[config.mk]
export PLATFORM = sky130hd
export DESIGN_NAME = pdc_top
export DESIGN_NICKNAME = d
export VERILOG_FILES = /design/src/logic/pdc_pkg.sv /design/src/logic/pdc_div_if.sv /design/src/logic/pdc_clkdiv.sv /design/src/logic/pdc_top.sv
export SDC_FILE = /design/constraint.sdc
export NUM_CORES = 1
export LEC_CHECK = 0
export ABC_AREA = 1
export BUFFER_PORTS_ARGS = -buffer_cell sky130_fd_sc_hd__buf_4
export CAP_MARGIN = 20
export CELL_PAD_IN_SITES_DETAIL_PLACEMENT = 1
export CELL_PAD_IN_SITES_GLOBAL_PLACEMENT = 1
export CORE_UTILIZATION = 39
export DETAILED_ROUTE_END_ITERATION = 8
export HOLD_SLACK_MARGIN = 0.12
export PLACE_DENSITY = 0.8
export SYNTH_ARGS = -nofsm -noshare
export SYNTH_HDL_FRONTEND = slang
export SYNTH_HIERARCHICAL = 1
export SYNTH_SLANG_ARGS = --single-unit
[constraint.sdc]
create_clock -name clk_in -period 1.8 [get_ports clk_in]
set_clock_uncertainty 0.1 [all_clocks]
set_input_delay 0.45 -clock clk_in [delete_from_list [all_inputs] [get_ports clk_in]]
set_output_delay 0.45 -clock clk_in [all_outputs]
set_load 0.02 [all_outputs]
[src/logic/pdc_pkg.sv]
// shared constants for the pll divider and output configuration block
package pdc_pkg;
	localparam int unsigned DIV_W        = 7;
	localparam int unsigned NUM_DIV      = 5;
	localparam int unsigned NUM_PHASE    = 4;
	// divider slots
	localparam int unsigned DIV_PRIMARY  = 0;
	localparam int unsigned DIV_SEC1     = 1;
	localparam int unsigned DIV_SEC2     = 2;
	localparam int unsigned DIV_FEEDBACK = 3;
	localparam int unsigned DIV_INPUT    = 4;
	// register byte offsets
	localparam logic [7:0] OFF_CFG_LO  = 8'h00;
	localparam logic [7:0] OFF_CFG_MID = 8'h04;
	localparam logic [7:0] OFF_CFG_HI  = 8'h08;
	localparam logic [7:0] OFF_CTRL    = 8'h0C;
	localparam logic [7:0] OFF_STATUS  = 8'h10;
	// field positions in the low word, bits 31..0
	localparam int unsigned POS_PRI_PHASE = 29;
	localparam int unsigned POS_SEC2_DIV  = 24;
	localparam int unsigned POS_SEC1_DIV  = 19;
	localparam int unsigned POS_PRI_DIV   = 14;
	localparam int unsigned POS_FB_DIV    = 7;
	localparam int unsigned POS_IN_DIV    = 0;
	// field positions in the middle word, bits 63..32
	localparam int unsigned POS_SEC1_PHASE = 0;
	// field positions in the high word, bits 95..64
	localparam int unsigned POS_RESYNC_EN  = 16;
	localparam int unsigned POS_DYN_BITS   = 17;
	localparam int unsigned DYN_BITS_W     = 8;
	// control and status bits
	localparam int unsigned POS_UPDATE     = 0;
	localparam int unsigned POS_PENDING    = 8;
	// values after reset
	localparam logic [31:0] RST_CFG_LO     = 32'h0000_0000;
	localparam logic [2:0]  RST_SEC1_PHASE = 3'h0;
	localparam logic [7:0]  RST_DYN_BITS   = 8'h00;
	localparam logic [1:0]  RESP_OKAY      = 2'h0;
	localparam logic [1:0]  RESP_SLVERR    = 2'h2;
endpackage

[src/logic/pdc_div_if.sv]
// carrier between the top and one output divider
`timescale 1ns/1ps
interface pdc_div_if;
	import pdc_pkg::*;
	logic [DIV_W-1:0] ratio_m1;
	logic             src_edge;
	logic             src_level;
	logic             resync;
	logic             div_out;
	modport ctrl (output ratio_m1, src_edge, src_level, resync,
		input div_out);
	modport div (input ratio_m1, src_edge, src_level, resync,
		output div_out);
endinterface

[src/logic/pdc_clkdiv.sv]
// one programmable divider, ratio is the stored field plus one
`timescale 1ns/1ps
module pdc_clkdiv (
	// clock and reset
	input  wire logic clk_in,
	input  wire logic rst_in,
	// divider link
	pdc_div_if.div    dv
);
	import pdc_pkg::*;

	logic [DIV_W-1:0] cnt_reg;
	logic             out_reg;
	logic [DIV_W:0]   ratio_p1;
	logic [DIV_W-1:0] half;

	assign ratio_p1 = {1'b0, dv.ratio_m1} + {{DIV_W{1'b0}}, 1'b1};
	assign half     = ratio_p1[DIV_W:1];
	assign dv.div_out = out_reg;

	always_ff @(posedge clk_in) begin
		if (rst_in || dv.resync) begin
			cnt_reg <= '0;
		end else if (dv.src_edge) begin
			// >= so a smaller ratio loaded mid-count wraps at once
			if (cnt_reg >= dv.ratio_m1)
				cnt_reg <= '0;
			else
				cnt_reg <= cnt_reg + {{(DIV_W-1){1'b0}}, 1'b1};
		end
	end

	always_ff @(posedge clk_in) begin
		if (rst_in || dv.resync)
			out_reg <= 1'b0;
		else if (dv.ratio_m1 == '0)
			out_reg <= dv.src_level;
		else
			out_reg <= (cnt_reg < half);
	end
endmodule

[src/logic/pdc_top.sv]
// pll output mux and divider configuration with an axi4-lite slave
//
// What this block does
// - primary phase select, bits 31..29, picks one of four phases
// - secondary-2 outputs divided by bits 28..24 plus one
// - secondary-1 outputs divided by bits 23..19 plus one
// - primary output divided by bits 18..14 plus one
// - feedback path divided by bits 13..7 plus one
// - reference clock divided by bits 6..0 plus one, output held high when the field is zero
// - bits 88..81 exist only in the dynamic variant
// - read-only bit 80 high resyncs all dividers on update
// - secondary-1 phase select, bits 34..32, picks one of four phases
`timescale 1ns/1ps
module pdc_top #(
	parameter bit RESYNC_EN       = 1'b1,
	parameter bit DYNAMIC_VARIANT = 1'b0
) (
	// clock and reset
	input  wire logic        clk_in,
	input  wire logic        rst_in,
	// oscillator phases, asynchronous
	input  wire logic [pdc_pkg::NUM_PHASE-1:0] vco_phase_in,
	// axi4-lite write
	input  wire logic [7:0]  s_axi_awaddr_in,
	input  wire logic        s_axi_awvalid_in,
	output logic             s_axi_awready_out,
	input  wire logic [31:0] s_axi_wdata_in,
	input  wire logic [3:0]  s_axi_wstrb_in,
	input  wire logic        s_axi_wvalid_in,
	output logic             s_axi_wready_out,
	output logic [1:0]       s_axi_bresp_out,
	output logic             s_axi_bvalid_out,
	input  wire logic        s_axi_bready_in,
	// axi4-lite read
	input  wire logic [7:0]  s_axi_araddr_in,
	input  wire logic        s_axi_arvalid_in,
	output logic             s_axi_arready_out,
	output logic [31:0]      s_axi_rdata_out,
	output logic [1:0]       s_axi_rresp_out,
	output logic             s_axi_rvalid_out,
	input  wire logic        s_axi_rready_in,
	// clock outputs
	output logic             primary_global_clock_out,
	output logic             secondary1_global_clock_out,
	output logic             secondary1_local_clock_out,
	output logic             secondary2_global_clock_out,
	output logic             secondary2_local_clock_out,
	output logic             feedback_div_out,
	output logic             input_div_out
);
	import pdc_pkg::*;

	typedef enum logic [1:0] {
		WR_IDLE = 2'b01,
		WR_RESP = 2'b10
	} pdc_wr_state_t;
	typedef enum logic [1:0] {
		RD_IDLE = 2'b01,
		RD_DATA = 2'b10
	} pdc_rd_state_t;

	pdc_wr_state_t wr_state_reg;
	pdc_rd_state_t rd_state_reg;

	logic        awready_reg, wready_reg, bvalid_reg;
	logic        arready_reg, rvalid_reg;
	logic [1:0]  bresp_reg, rresp_reg;
	logic [31:0] rdata_reg;
	logic        aw_have_reg, w_have_reg;
	logic [7:0]  aw_addr_reg;
	logic [31:0] w_data_reg;
	logic [3:0]  w_strb_reg;
	logic        wr_fire;

	// shadow words written by software, active words drive the dividers
	logic [31:0] cfg_lo_reg, act_lo_reg;
	logic [2:0]  sec1_phase_reg, act_sec1_phase_reg;
	logic [7:0]  dyn_bits_reg;
	logic        update_reg;
	logic        resync_reg;

	logic [NUM_PHASE-1:0] ph_s1_reg, ph_s2_reg, ph_s3_reg;
	logic [NUM_PHASE-1:0] ph_lvl_reg, ph_prev_reg;
	logic [NUM_PHASE-1:0] ph_edge;
	logic [1:0]           pri_sel, sec1_sel;

	logic [DIV_W-1:0] ratio [NUM_DIV];
	logic             src_edge [NUM_DIV];
	logic             src_level [NUM_DIV];
	logic [NUM_DIV-1:0] div_q;

	assign s_axi_awready_out = awready_reg;
	assign s_axi_wready_out  = wready_reg;
	assign s_axi_bvalid_out  = bvalid_reg;
	assign s_axi_bresp_out   = bresp_reg;
	assign s_axi_arready_out = arready_reg;
	assign s_axi_rvalid_out  = rvalid_reg;
	assign s_axi_rresp_out   = rresp_reg;
	assign s_axi_rdata_out   = rdata_reg;

	assign wr_fire = (wr_state_reg == WR_IDLE) && aw_have_reg && w_have_reg;

	// write channel: address and data taken in either order
	always_ff @(posedge clk_in) begin
		if (rst_in) begin
			wr_state_reg <= WR_IDLE;
			awready_reg  <= 1'b1;
			wready_reg   <= 1'b1;
			aw_have_reg  <= 1'b0;
			w_have_reg   <= 1'b0;
			aw_addr_reg  <= 8'h00;
			w_data_reg   <= 32'h0000_0000;
			w_strb_reg   <= 4'h0;
			bvalid_reg   <= 1'b0;
			bresp_reg    <= RESP_OKAY;
		end else begin
			case (wr_state_reg)
			WR_IDLE: begin
				if (s_axi_awvalid_in && awready_reg) begin
					aw_have_reg <= 1'b1;
					aw_addr_reg <= s_axi_awaddr_in;
					awready_reg <= 1'b0;
				end
				if (s_axi_wvalid_in && wready_reg) begin
					w_have_reg <= 1'b1;
					w_data_reg <= s_axi_wdata_in;
					w_strb_reg <= s_axi_wstrb_in;
					wready_reg <= 1'b0;
				end
				if (wr_fire) begin
					wr_state_reg <= WR_RESP;
					bvalid_reg   <= 1'b1;
					if (aw_addr_reg == OFF_CFG_LO ||
						aw_addr_reg == OFF_CFG_MID ||
						aw_addr_reg == OFF_CFG_HI ||
						aw_addr_reg == OFF_CTRL)
						bresp_reg <= RESP_OKAY;
					else
						bresp_reg <= RESP_SLVERR;
				end
			end
			WR_RESP: begin
				if (s_axi_bready_in) begin
					wr_state_reg <= WR_IDLE;
					bvalid_reg   <= 1'b0;
					aw_have_reg  <= 1'b0;
					w_have_reg   <= 1'b0;
					awready_reg  <= 1'b1;
					wready_reg   <= 1'b1;
				end
			end
			default: wr_state_reg <= WR_IDLE;
			endcase
		end
	end

	// shadow registers, byte lanes honoured
	always_ff @(posedge clk_in) begin
		if (rst_in) begin
			cfg_lo_reg     <= RST_CFG_LO;
			sec1_phase_reg <= RST_SEC1_PHASE;
			dyn_bits_reg   <= RST_DYN_BITS;
		end else if (wr_fire) begin
			if (aw_addr_reg == OFF_CFG_LO) begin
				for (int b = 0; b < 4; b++) begin
					if (w_strb_reg[b])
						cfg_lo_reg[8*b +: 8] <= w_data_reg[8*b +: 8];
				end
			end else if (aw_addr_reg == OFF_CFG_MID) begin
				if (w_strb_reg[0])
					sec1_phase_reg <= w_data_reg[POS_SEC1_PHASE +: 3];
			end else if (aw_addr_reg == OFF_CFG_HI) begin
				// bit 80 is read-only, only the variant bits store
				if (DYNAMIC_VARIANT && w_strb_reg[2] && w_strb_reg[3])
					dyn_bits_reg <= w_data_reg[POS_DYN_BITS +: DYN_BITS_W];
			end
		end
	end

	// update strobe and application of the shadow words
	always_ff @(posedge clk_in) begin
		if (rst_in)
			update_reg <= 1'b0;
		else
			update_reg <= wr_fire && (aw_addr_reg == OFF_CTRL) &&
				w_strb_reg[0] && w_data_reg[POS_UPDATE];
	end

	always_ff @(posedge clk_in) begin
		if (rst_in) begin
			act_lo_reg         <= RST_CFG_LO;
			act_sec1_phase_reg <= RST_SEC1_PHASE;
		end else if (update_reg) begin
			act_lo_reg         <= cfg_lo_reg;
			act_sec1_phase_reg <= sec1_phase_reg;
		end
	end

	always_ff @(posedge clk_in) begin
		if (rst_in)
			resync_reg <= 1'b0;
		else
			resync_reg <= update_reg && RESYNC_EN;
	end

	// read channel, answers one cycle after the address is taken
	always_ff @(posedge clk_in) begin
		if (rst_in) begin
			rd_state_reg <= RD_IDLE;
			arready_reg  <= 1'b1;
			rvalid_reg   <= 1'b0;
			rresp_reg    <= RESP_OKAY;
			rdata_reg    <= 32'h0000_0000;
		end else begin
			case (rd_state_reg)
			RD_IDLE: begin
				if (s_axi_arvalid_in) begin
					rd_state_reg <= RD_DATA;
					arready_reg  <= 1'b0;
					rvalid_reg   <= 1'b1;
					rresp_reg    <= RESP_OKAY;
					if (s_axi_araddr_in == OFF_CFG_LO) begin
						rdata_reg <= cfg_lo_reg;
					end else if (s_axi_araddr_in == OFF_CFG_MID) begin
						rdata_reg <= {29'h0, sec1_phase_reg};
					end else if (s_axi_araddr_in == OFF_CFG_HI) begin
						rdata_reg <= {7'h0,
							DYNAMIC_VARIANT ? dyn_bits_reg : 8'h00,
							RESYNC_EN, 16'h0000};
					end else if (s_axi_araddr_in == OFF_CTRL) begin
						rdata_reg <= 32'h0000_0000;
					end else if (s_axi_araddr_in == OFF_STATUS) begin
						rdata_reg <= {23'h0,
							(cfg_lo_reg != act_lo_reg) ||
							(sec1_phase_reg != act_sec1_phase_reg),
							3'h0, div_q};
					end else begin
						rdata_reg <= 32'h0000_0000;
						rresp_reg <= RESP_SLVERR;
					end
				end
			end
			RD_DATA: begin
				if (s_axi_rready_in) begin
					rd_state_reg <= RD_IDLE;
					rvalid_reg   <= 1'b0;
					arready_reg  <= 1'b1;
				end
			end
			default: rd_state_reg <= RD_IDLE;
			endcase
		end
	end

	// phase inputs: three flops, a change counts when stages two and
	// three agree, so a glitch shorter than a cycle is dropped
	always_ff @(posedge clk_in) begin
		if (rst_in) begin
			ph_s1_reg   <= '0;
			ph_s2_reg   <= '0;
			ph_s3_reg   <= '0;
			ph_lvl_reg  <= '0;
			ph_prev_reg <= '0;
		end else begin
			ph_s1_reg   <= vco_phase_in;
			ph_s2_reg   <= ph_s1_reg;
			ph_s3_reg   <= ph_s2_reg;
			ph_lvl_reg  <= (ph_s2_reg & ph_s3_reg) |
				(ph_lvl_reg & (ph_s2_reg | ph_s3_reg));
			ph_prev_reg <= ph_lvl_reg;
		end
	end
	assign ph_edge = ph_lvl_reg & ~ph_prev_reg;

	// only four phases exist, so the top select bit is ignored
	assign pri_sel  = act_lo_reg[POS_PRI_PHASE +: 2];
	assign sec1_sel = act_sec1_phase_reg[1:0];

	always_comb begin
		ratio[DIV_PRIMARY]  = {2'b00, act_lo_reg[POS_PRI_DIV +: 5]};
		ratio[DIV_SEC1]     = {2'b00, act_lo_reg[POS_SEC1_DIV +: 5]};
		ratio[DIV_SEC2]     = {2'b00, act_lo_reg[POS_SEC2_DIV +: 5]};
		ratio[DIV_FEEDBACK] = act_lo_reg[POS_FB_DIV +: DIV_W];
		ratio[DIV_INPUT]    = act_lo_reg[POS_IN_DIV +: DIV_W];
		src_edge[DIV_PRIMARY]   = ph_edge[pri_sel];
		src_level[DIV_PRIMARY]  = ph_lvl_reg[pri_sel];
		src_edge[DIV_SEC1]      = ph_edge[sec1_sel];
		src_level[DIV_SEC1]     = ph_lvl_reg[sec1_sel];
		src_edge[DIV_SEC2]      = ph_edge[0];
		src_level[DIV_SEC2]     = ph_lvl_reg[0];
		src_edge[DIV_FEEDBACK]  = ph_edge[0];
		src_level[DIV_FEEDBACK] = ph_lvl_reg[0];
		// reference clock counted once per cycle
		src_edge[DIV_INPUT]     = 1'b1;
		src_level[DIV_INPUT]    = 1'b1;
	end

	generate
		for (genvar i = 0; i < NUM_DIV; i++) begin : g_div
			pdc_div_if dif ();
			assign dif.ratio_m1  = ratio[i];
			assign dif.src_edge  = src_edge[i];
			assign dif.src_level = src_level[i];
			assign dif.resync    = resync_reg;
			assign div_q[i]      = dif.div_out;
			pdc_clkdiv u_div (
				.clk_in (clk_in),
				.rst_in (rst_in),
				.dv     (dif.div)
			);
		end
	endgenerate

	// local and global copies of a secondary share one divider flop
	assign primary_global_clock_out    = div_q[DIV_PRIMARY];
	assign secondary1_global_clock_out = div_q[DIV_SEC1];
	assign secondary1_local_clock_out  = div_q[DIV_SEC1];
	assign secondary2_global_clock_out = div_q[DIV_SEC2];
	assign secondary2_local_clock_out  = div_q[DIV_SEC2];
	assign feedback_div_out            = div_q[DIV_FEEDBACK];
	assign input_div_out               = div_q[DIV_INPUT];
endmodule

==> results of run 1 <==
## layout make-up
| cell class | count | area (µm²) |
|---|---|---|
| multi-input combinational | 1091 | 6231 |
| timing repair buffer | 251 | 2108 |
| inverter | 187 | 705.7 |
| sequential | 221 | 4483 |
| fill | 3504 | 13200 |
| clock inverter | 9 | 105.1 |
| tap | 378 | 473.0 |
| clock buffer | 38 | 777.0 |
## critical path, stage by stage, from the launching register on
cell,delay [ns]
dfxtp_4,0.37
buf_6,0.11
nand3_4,0.08
nor2_4,0.10
buf_4,0.11
nand4_1,0.07
ha_1,0.32
nand2_1,0.08
buf_4,0.13
nor2_1,0.09
nand2_1,0.07
nand2_1,0.07
a21oi_1,0.05
## what timing repair did
action	in CTS	in global routing
endpoints found under the hold margin	46	0
setup buffers	4	11
hold buffers	45	0
pin swaps	10	37
resized for setup	22	74
gates cloned	0	0
setup endpoints to repair	12	45
## placed cells by master (no fill, tap or decap), types with 6 or more instances in the layout
cell	count
nand2_1	270
dfxtp_1	200
buf_4	195
nor2_1	192
inv_1	176
a21oi_1	138
o21ai_0	136
ha_1	78
nand3_1	47
dlygate4sd3_1	45
xor2_1	28
clkbuf_16	27
xnor2_1	23
conb_1	22
nor2_4	20
nand4_1	20
nand2_2	15
nand3_2	14
o21ai_1	13
dfxtp_4	13
nor2_2	11
inv_2	8
dfxtp_2	8
buf_12	8
o211ai_1	7
a31oi_1	6
a21oi_2	6
nand3_4	6
clkbuf_8	6
## logic make-up (layout without fill, tap and decap cells)
kind of cell | after synthesis | in the layout
xor+xnor | 52 | 52
compound gates | 320 | 320
other cells | 2 | 22
simple gates | 617 | 617
buf+inv | 238 | 485
fa+ha+maj | 80 | 80
flops | 221 | 221
## report_power, final
group | switching [W] | leakage (nW) | total (W) | internal (W)
clock | 0.00213 | 0.434 | 0.00540 | 0.00327
sequential | 0.000144 | 1.82 | 0.00521 | 0.00507
combinational | 0.000660 | 4.39 | 0.00113 | 0.000471
## stage by stage
stage	power (W)	TNS, ns	std cells	setup slack, ns	hold WS [ns]
6_report	0.01175	-0.06346	2175	-0.06228	0.1310
5_1_grt	0.01218	-1.126	2175	-0.2039	0.1489
4_1_cts	0.01181	-0.09297	2164	-0.08241	0.1309
3_5_place_dp	0.006337	-0.5097	2068	-0.1242	0.3080
3_3_place_gp	0.006298	-0.02492	2068	-0.01561	0.2971
2_1_floorplan	0.005867	0	1550	0.02010	0.2883
## worst max-delay path by stage
stage	slack (ns)	startpoint	cells after the start	to
2_1_floorplan	0.02	act_lo_reg[8]	12	g_div[3].u_div/dv.div_out
3_3_place_gp	-0.02	act_lo_reg[1]	12	g_div[4].u_div/dv.div_out
3_5_place_dp	-0.12	act_lo_reg[1]	12	g_div[4].u_div/dv.div_out
4_1_cts	-0.08	act_lo_reg[0]	12	g_div[4].u_div/dv.div_out
5_1_grt	-0.20	act_lo_reg[0]	13	g_div[4].u_div/dv.div_out
6_report	-0.06	act_lo_reg[0]	12	g_div[4].u_div/dv.div_out
## cell usage after synthesis, drive strengths merged
master / instances
a31oi: 7
o22ai: 1
o211ai: 7
xor2: 29
ha: 80
and3: 1
or2: 6
inv: 184
nand2: 287
a21oi: 149
nor3: 8
clkinv: 3
nor2: 223
o21ai: 151
nand3b: 5
a21o: 5
conb: 2
nand4: 20
nand3: 67
buf: 20
clkbuf: 31
xnor2: 23
dfxtp: 221
## routing by layer
| layer | share of wire | GRT usage |
|---|---|---|
| met1 | 0.43 | 0.3029 |
| met2 | 0.50 | 0.4483 |
| met3 | 0.042 | 0.03433 |
| met4 | 0.026 | 0.07888 |
| met5 | 0 | 0 |
==> impl_metrics.ini, run 1 <==
[status]
status = complete, but fails checks
violations = negative setup slack

[global_routing]
grt_pass1_vias = 11660
grt_use_total = 0.2486
grt_first_pass_wirelength_um = 58290
overflow = 0
grt_max_degree = 65
antenna_found_initial = 0

[hold_path]
min_from = s_axi_wdata_in[28]
hold_depth = 3
whs_endpoint = w_data_reg[28]
min_path_type = input port to flop

[critical_path]
cp-end-kind = flop
worstReg2RegStart = act_lo_reg[0]
rr_worst_depth = 12
ff2ff_setup_slack_ns = -0.06
critPathMaxFanout = 3
required_ns = 2.12
crit_arrival_ns = 2.18
critPathKind = flop to flop
r2r-end = g_div[4].u_div/dv.div_out
crit_path_start_kind = flop

[floorplan]
fp.dieH_um = 171.9
initial_utilization = 0.4010
fp.dieW_um = 171.9
rows = 61
coreArea_um2 = 28090
die-area_um2 = 29560
io_pins = 111

[run]
cap_violations = 0

[placement]
dpl-instance-area_um2 = 13110
dp_hpwl_um = 25630
numPortBuffers = 108
place.gp.congestion = 0.8149

[route]
post-route-drc-count = 0
dr.pass1.iters = 5
antenna_left = 0
via_per_inst = 5.083
routedWlPerCell_um = 17.13
drtIter0Drc = 461
wirelength_um = 37270
vias = 11060

[yosys]
ys_types = 39
ys_ff_latch = 221
syn_area_per_cell_um2 = 7.361
synth_mux_area_frac = 0
syn_inst = 1530
netlist.area_leader.share = 0.3928
synth_compound_area_frac = 0.1488
synthAdderAreaFrac = 0.08888
yosysWarnings = 6
synthXorXnorAreaFrac = 0.04044
synth_seq_area_share = 0.3928
yosysTopAreaCell = dfxtp_1
synth.area.top_cells = dfxtp_1 (39%), nand2_1 (9.2%), ha_1 (8.9%), nor2_1 (6.9%), a21oi_1 (6.3%)
yosys.area_share.simple = 0.2435
synth_top_family_by_area = simple AND/OR/NAND/NOR gates
netlist_area_um2 = 11260

[cells_and_area]
final_nets = 1921
largest_reg_flops = 35
final_cell_area_um2 = 14880
drive_gt1_frac = 0.2098
area_delta_synth_final_pct = 32.15
utilization = 0.5299
antennaDiodeCount = 0

[timing]
final.period_utilization = 1.035
fin_ws_ns = -0.06228
slew_viol_final = 0
hold_violations = 0
rsz0062_at_grt = true
fin_crit_ns = 1.862
finalSetupViolations = 2
max_clock_freq_mhz = 537.0

[cts]
path_clk_slew_ns = 0.06
clock_sinks = 221
numCtsBuffers = 26
cts_htree_levels = 1
cts_tree = built
clock_latency_ns = 0.53
cts.path.max_buffers = 3
root_buffer = clkbuf_16

[power]
leakage_nw = 6.646
powerDensity_nw_per_um2 = 789.5
ir_worst_vdd_mv = 0.6122
Power figures use the tool's default switching activity.
==> inputs of run 2 (changes only) <==
ABC_CLOCK_PERIOD_IN_PS = 2000   (was default)
CELL_PAD_IN_SITES_DETAIL_PLACEMENT = default   (was 1)
CELL_PAD_IN_SITES_GLOBAL_PLACEMENT = default   (was 1)
CORE_UTILIZATION = 55   (was 39)
PLACE_DENSITY = 0.79   (was 0.8)
clock period = 2 ns   (was 1.8 ns; I/O delays follow)
==> run 2 against run 1 <==
The run now ends clean. Power is 15% lower. Die area down 29%. Critical path type unchanged. Routed wire length decreased by 25%. Sequential power is 9.8% lower. Worst setup slack better by 0.17 ns. First-iteration DRC count grew 28%. Hold slack better by 0.0019 ns. Sequential share of layout area rose by 2.8 points. Largest cell class unchanged. Non-clock buffer count is 102 lower.
==> impl_metrics.ini, run 2 (synthesized netlist as in run 1, its figures left out) <==
[cts]
cts_tree = built
cts_htree_levels = 1
cts.path.max_buffers = 3
numCtsBuffers = 24
clock_sinks = 221
root_buffer = clkbuf_16
clock_latency_ns = 0.52
path_clk_slew_ns = 0.06

[route]
routedWlPerCell_um = 14.33
via_per_inst = 5.204
vias = 10180
wirelength_um = 28040
dr.pass1.iters = 5
antenna_left = 0
post-route-drc-count = 0
drtIter0Drc = 590

[cells_and_area]
final_cells = 1957
seqCellArea_um2 = 4449
antennaDiodeCount = 0
area_delta_synth_final_pct = 19.99
final_nets = 1817
largest_reg_flops = 35
drive_gt1_frac = 0.1637
layout_commonest_cell = nand2_1
multi_input_area_um2 = 6016
most-common-layout-cells = nand2_1 (275), dfxtp_1 (207), nor2_1 (205)
fillCellCount = 1625

[power]
p_comb_frac = 0.089
leakage_nw = 6.069
swShare = 0.2435
switchingPower_w = 0.002424
ir_worst_vdd_mv = 0.5401
power_frac_seq = 0.472
clock_power_share = 0.439
powerDensity_nw_per_um2 = 736.7
p_int_w = 0.007531

[timing]
finalSetupViolations = 0
final.period_utilization = 0.9437
slew_viol_final = 0
max_clock_freq_mhz = 529.8
relSlewSlack = 0.5800
tightestPinTransition_ns = 0.6292
hold_violations = 0
fin_ws_ns = 0.1127
fin_crit_ns = 1.887

[global_routing]
grt_use_total = 0.2639
grt_pass1_vias = 9616
antenna_found_initial = 0
grt_first_pass_wirelength_um = 46010
grt_max_degree = 67
overflow = 0

[floorplan]
initial_utilization = 0.5693
coreArea_um2 = 19780
die-area_um2 = 21050
rows = 51
fp.dieW_um = 145.1
io_pins = 111
fp.dieH_um = 145.1

[critical_path]
cp-end-kind = flop
critPathMaxFanout = 5
ff2ff_setup_slack_ns = 0.11
worstReg2RegStart = ph_lvl_reg[0]
r2r-end = g_div[0].u_div/cnt_reg[6]
worstSetupStartpoint = ph_lvl_reg[0]
crit_path_start_kind = flop
required_ns = 2.30
critPathKind = flop to flop
crit_arrival_ns = 2.19
rr_worst_depth = 11

[placement]
place.gp.congestion = 0.8959
place.detailed.instances = 1907
dp_hpwl_um = 20520
numPortBuffers = 108
place_ws_ns = 0.05301

[hold_path]
hold_depth = 3
min_from = s_axi_wdata_in[10]
whs_endpoint = w_data_reg[10]
min_path_type = input port to flop

[run]
cap_violations = 0

[status]
status = finished clean
run 2: cell types whose count changed in the layout (fill, tap and decap cells not counted), moves of 7 or more:
cell and change:
buf_4 -59, dlygate4sd3_1 -39, nor2_1 +13, dfxtp_4 -10, nor2_2 -9, clkinv_2 +7, dfxtp_1 +7, nand3_1 +7
run 2: per-layer routing:
| layer | routed length (µm) | GRT usage | share of wire |
|---|---|---|---|
| met1 | 12640 | 0.3433 | 0.45 |
| met2 | 13120 | 0.4514 | 0.47 |
| met3 | 1353 | 0.03459 | 0.048 |
| met4 | 924 | 0.08474 | 0.033 |
| met5 | 0 | 0 | 0 |
run 2: how the worst max path moves through the flow:
stage / endpoint / slack [ns] / cells past startpoint
6_report: g_div[0].u_div/cnt_reg[6] / 0.11 / 11
5_1_grt: g_div[0].u_div/cnt_reg[5] / -0.005 / 12
4_1_cts: g_div[4].u_div/dv.div_out / 0.02 / 12
3_5_place_dp: g_div[4].u_div/dv.div_out / 0.05 / 12
3_3_place_gp: g_div[4].u_div/dv.div_out / 0.15 / 12
2_1_floorplan: g_div[1].u_div/cnt_reg[6] / 0.08 / 9
run 2: cell type report:
class,instances,share of cell area
well taps,265,0.02454
repair buffers,149,0.09037
clock inverters,12,0.006574
multi-input cells,1091,0.4452
inverters,187,0.05213
flip-flops and latches,221,0.3293
clock buffers,32,0.05194
run 2: critical path, stage by stage, from the launching register on:
cell and delay, ns:
dfxtp_1 0.33, inv_1 0.06, or2_2 0.30, o22ai_2 0.10
nor2_1 0.05, a31oi_1 0.20, buf_4 0.19, nand2_2 0.07
nor2_4 0.13, nand4_1 0.10, nand3_1 0.10, nor2_1 0.04
run 2: power by group through the flow:
stage               sequential, W  clock (W)  combinational (W)
finish                    0.00470    0.00437           0.000883
global route              0.00472    0.00461           0.000974
CTS                       0.00470    0.00444           0.000881
detailed placement        0.00480          0           0.000866
global placement          0.00479          0           0.000847
floorplan                 0.00484          0           0.000441
run 2: stage by stage:
step             util  total power (W)  hold WS [ns]  cell area [µm²]  setup TNS, ns
6_report       0.6831         0.009955        0.1329            13510              0
2_1_floorplan       -         0.005281        0.2883            11340              0
3_3_place_gp   0.6359         0.005638        0.2961            12580              0
4_1_cts        0.6789          0.01002        0.1211            13430              0
3_5_place_dp   0.6359         0.005661        0.2951            12580              0
5_1_grt        0.6831          0.01030        0.1347            13510      -0.008206
run 2: what timing repair did:
action	CTS	global route
setup endpoints to repair	0	13
buffers inserted	0	0
hold endpoints to repair	6	0
hold buffers	6	0
resized for setup	0	27
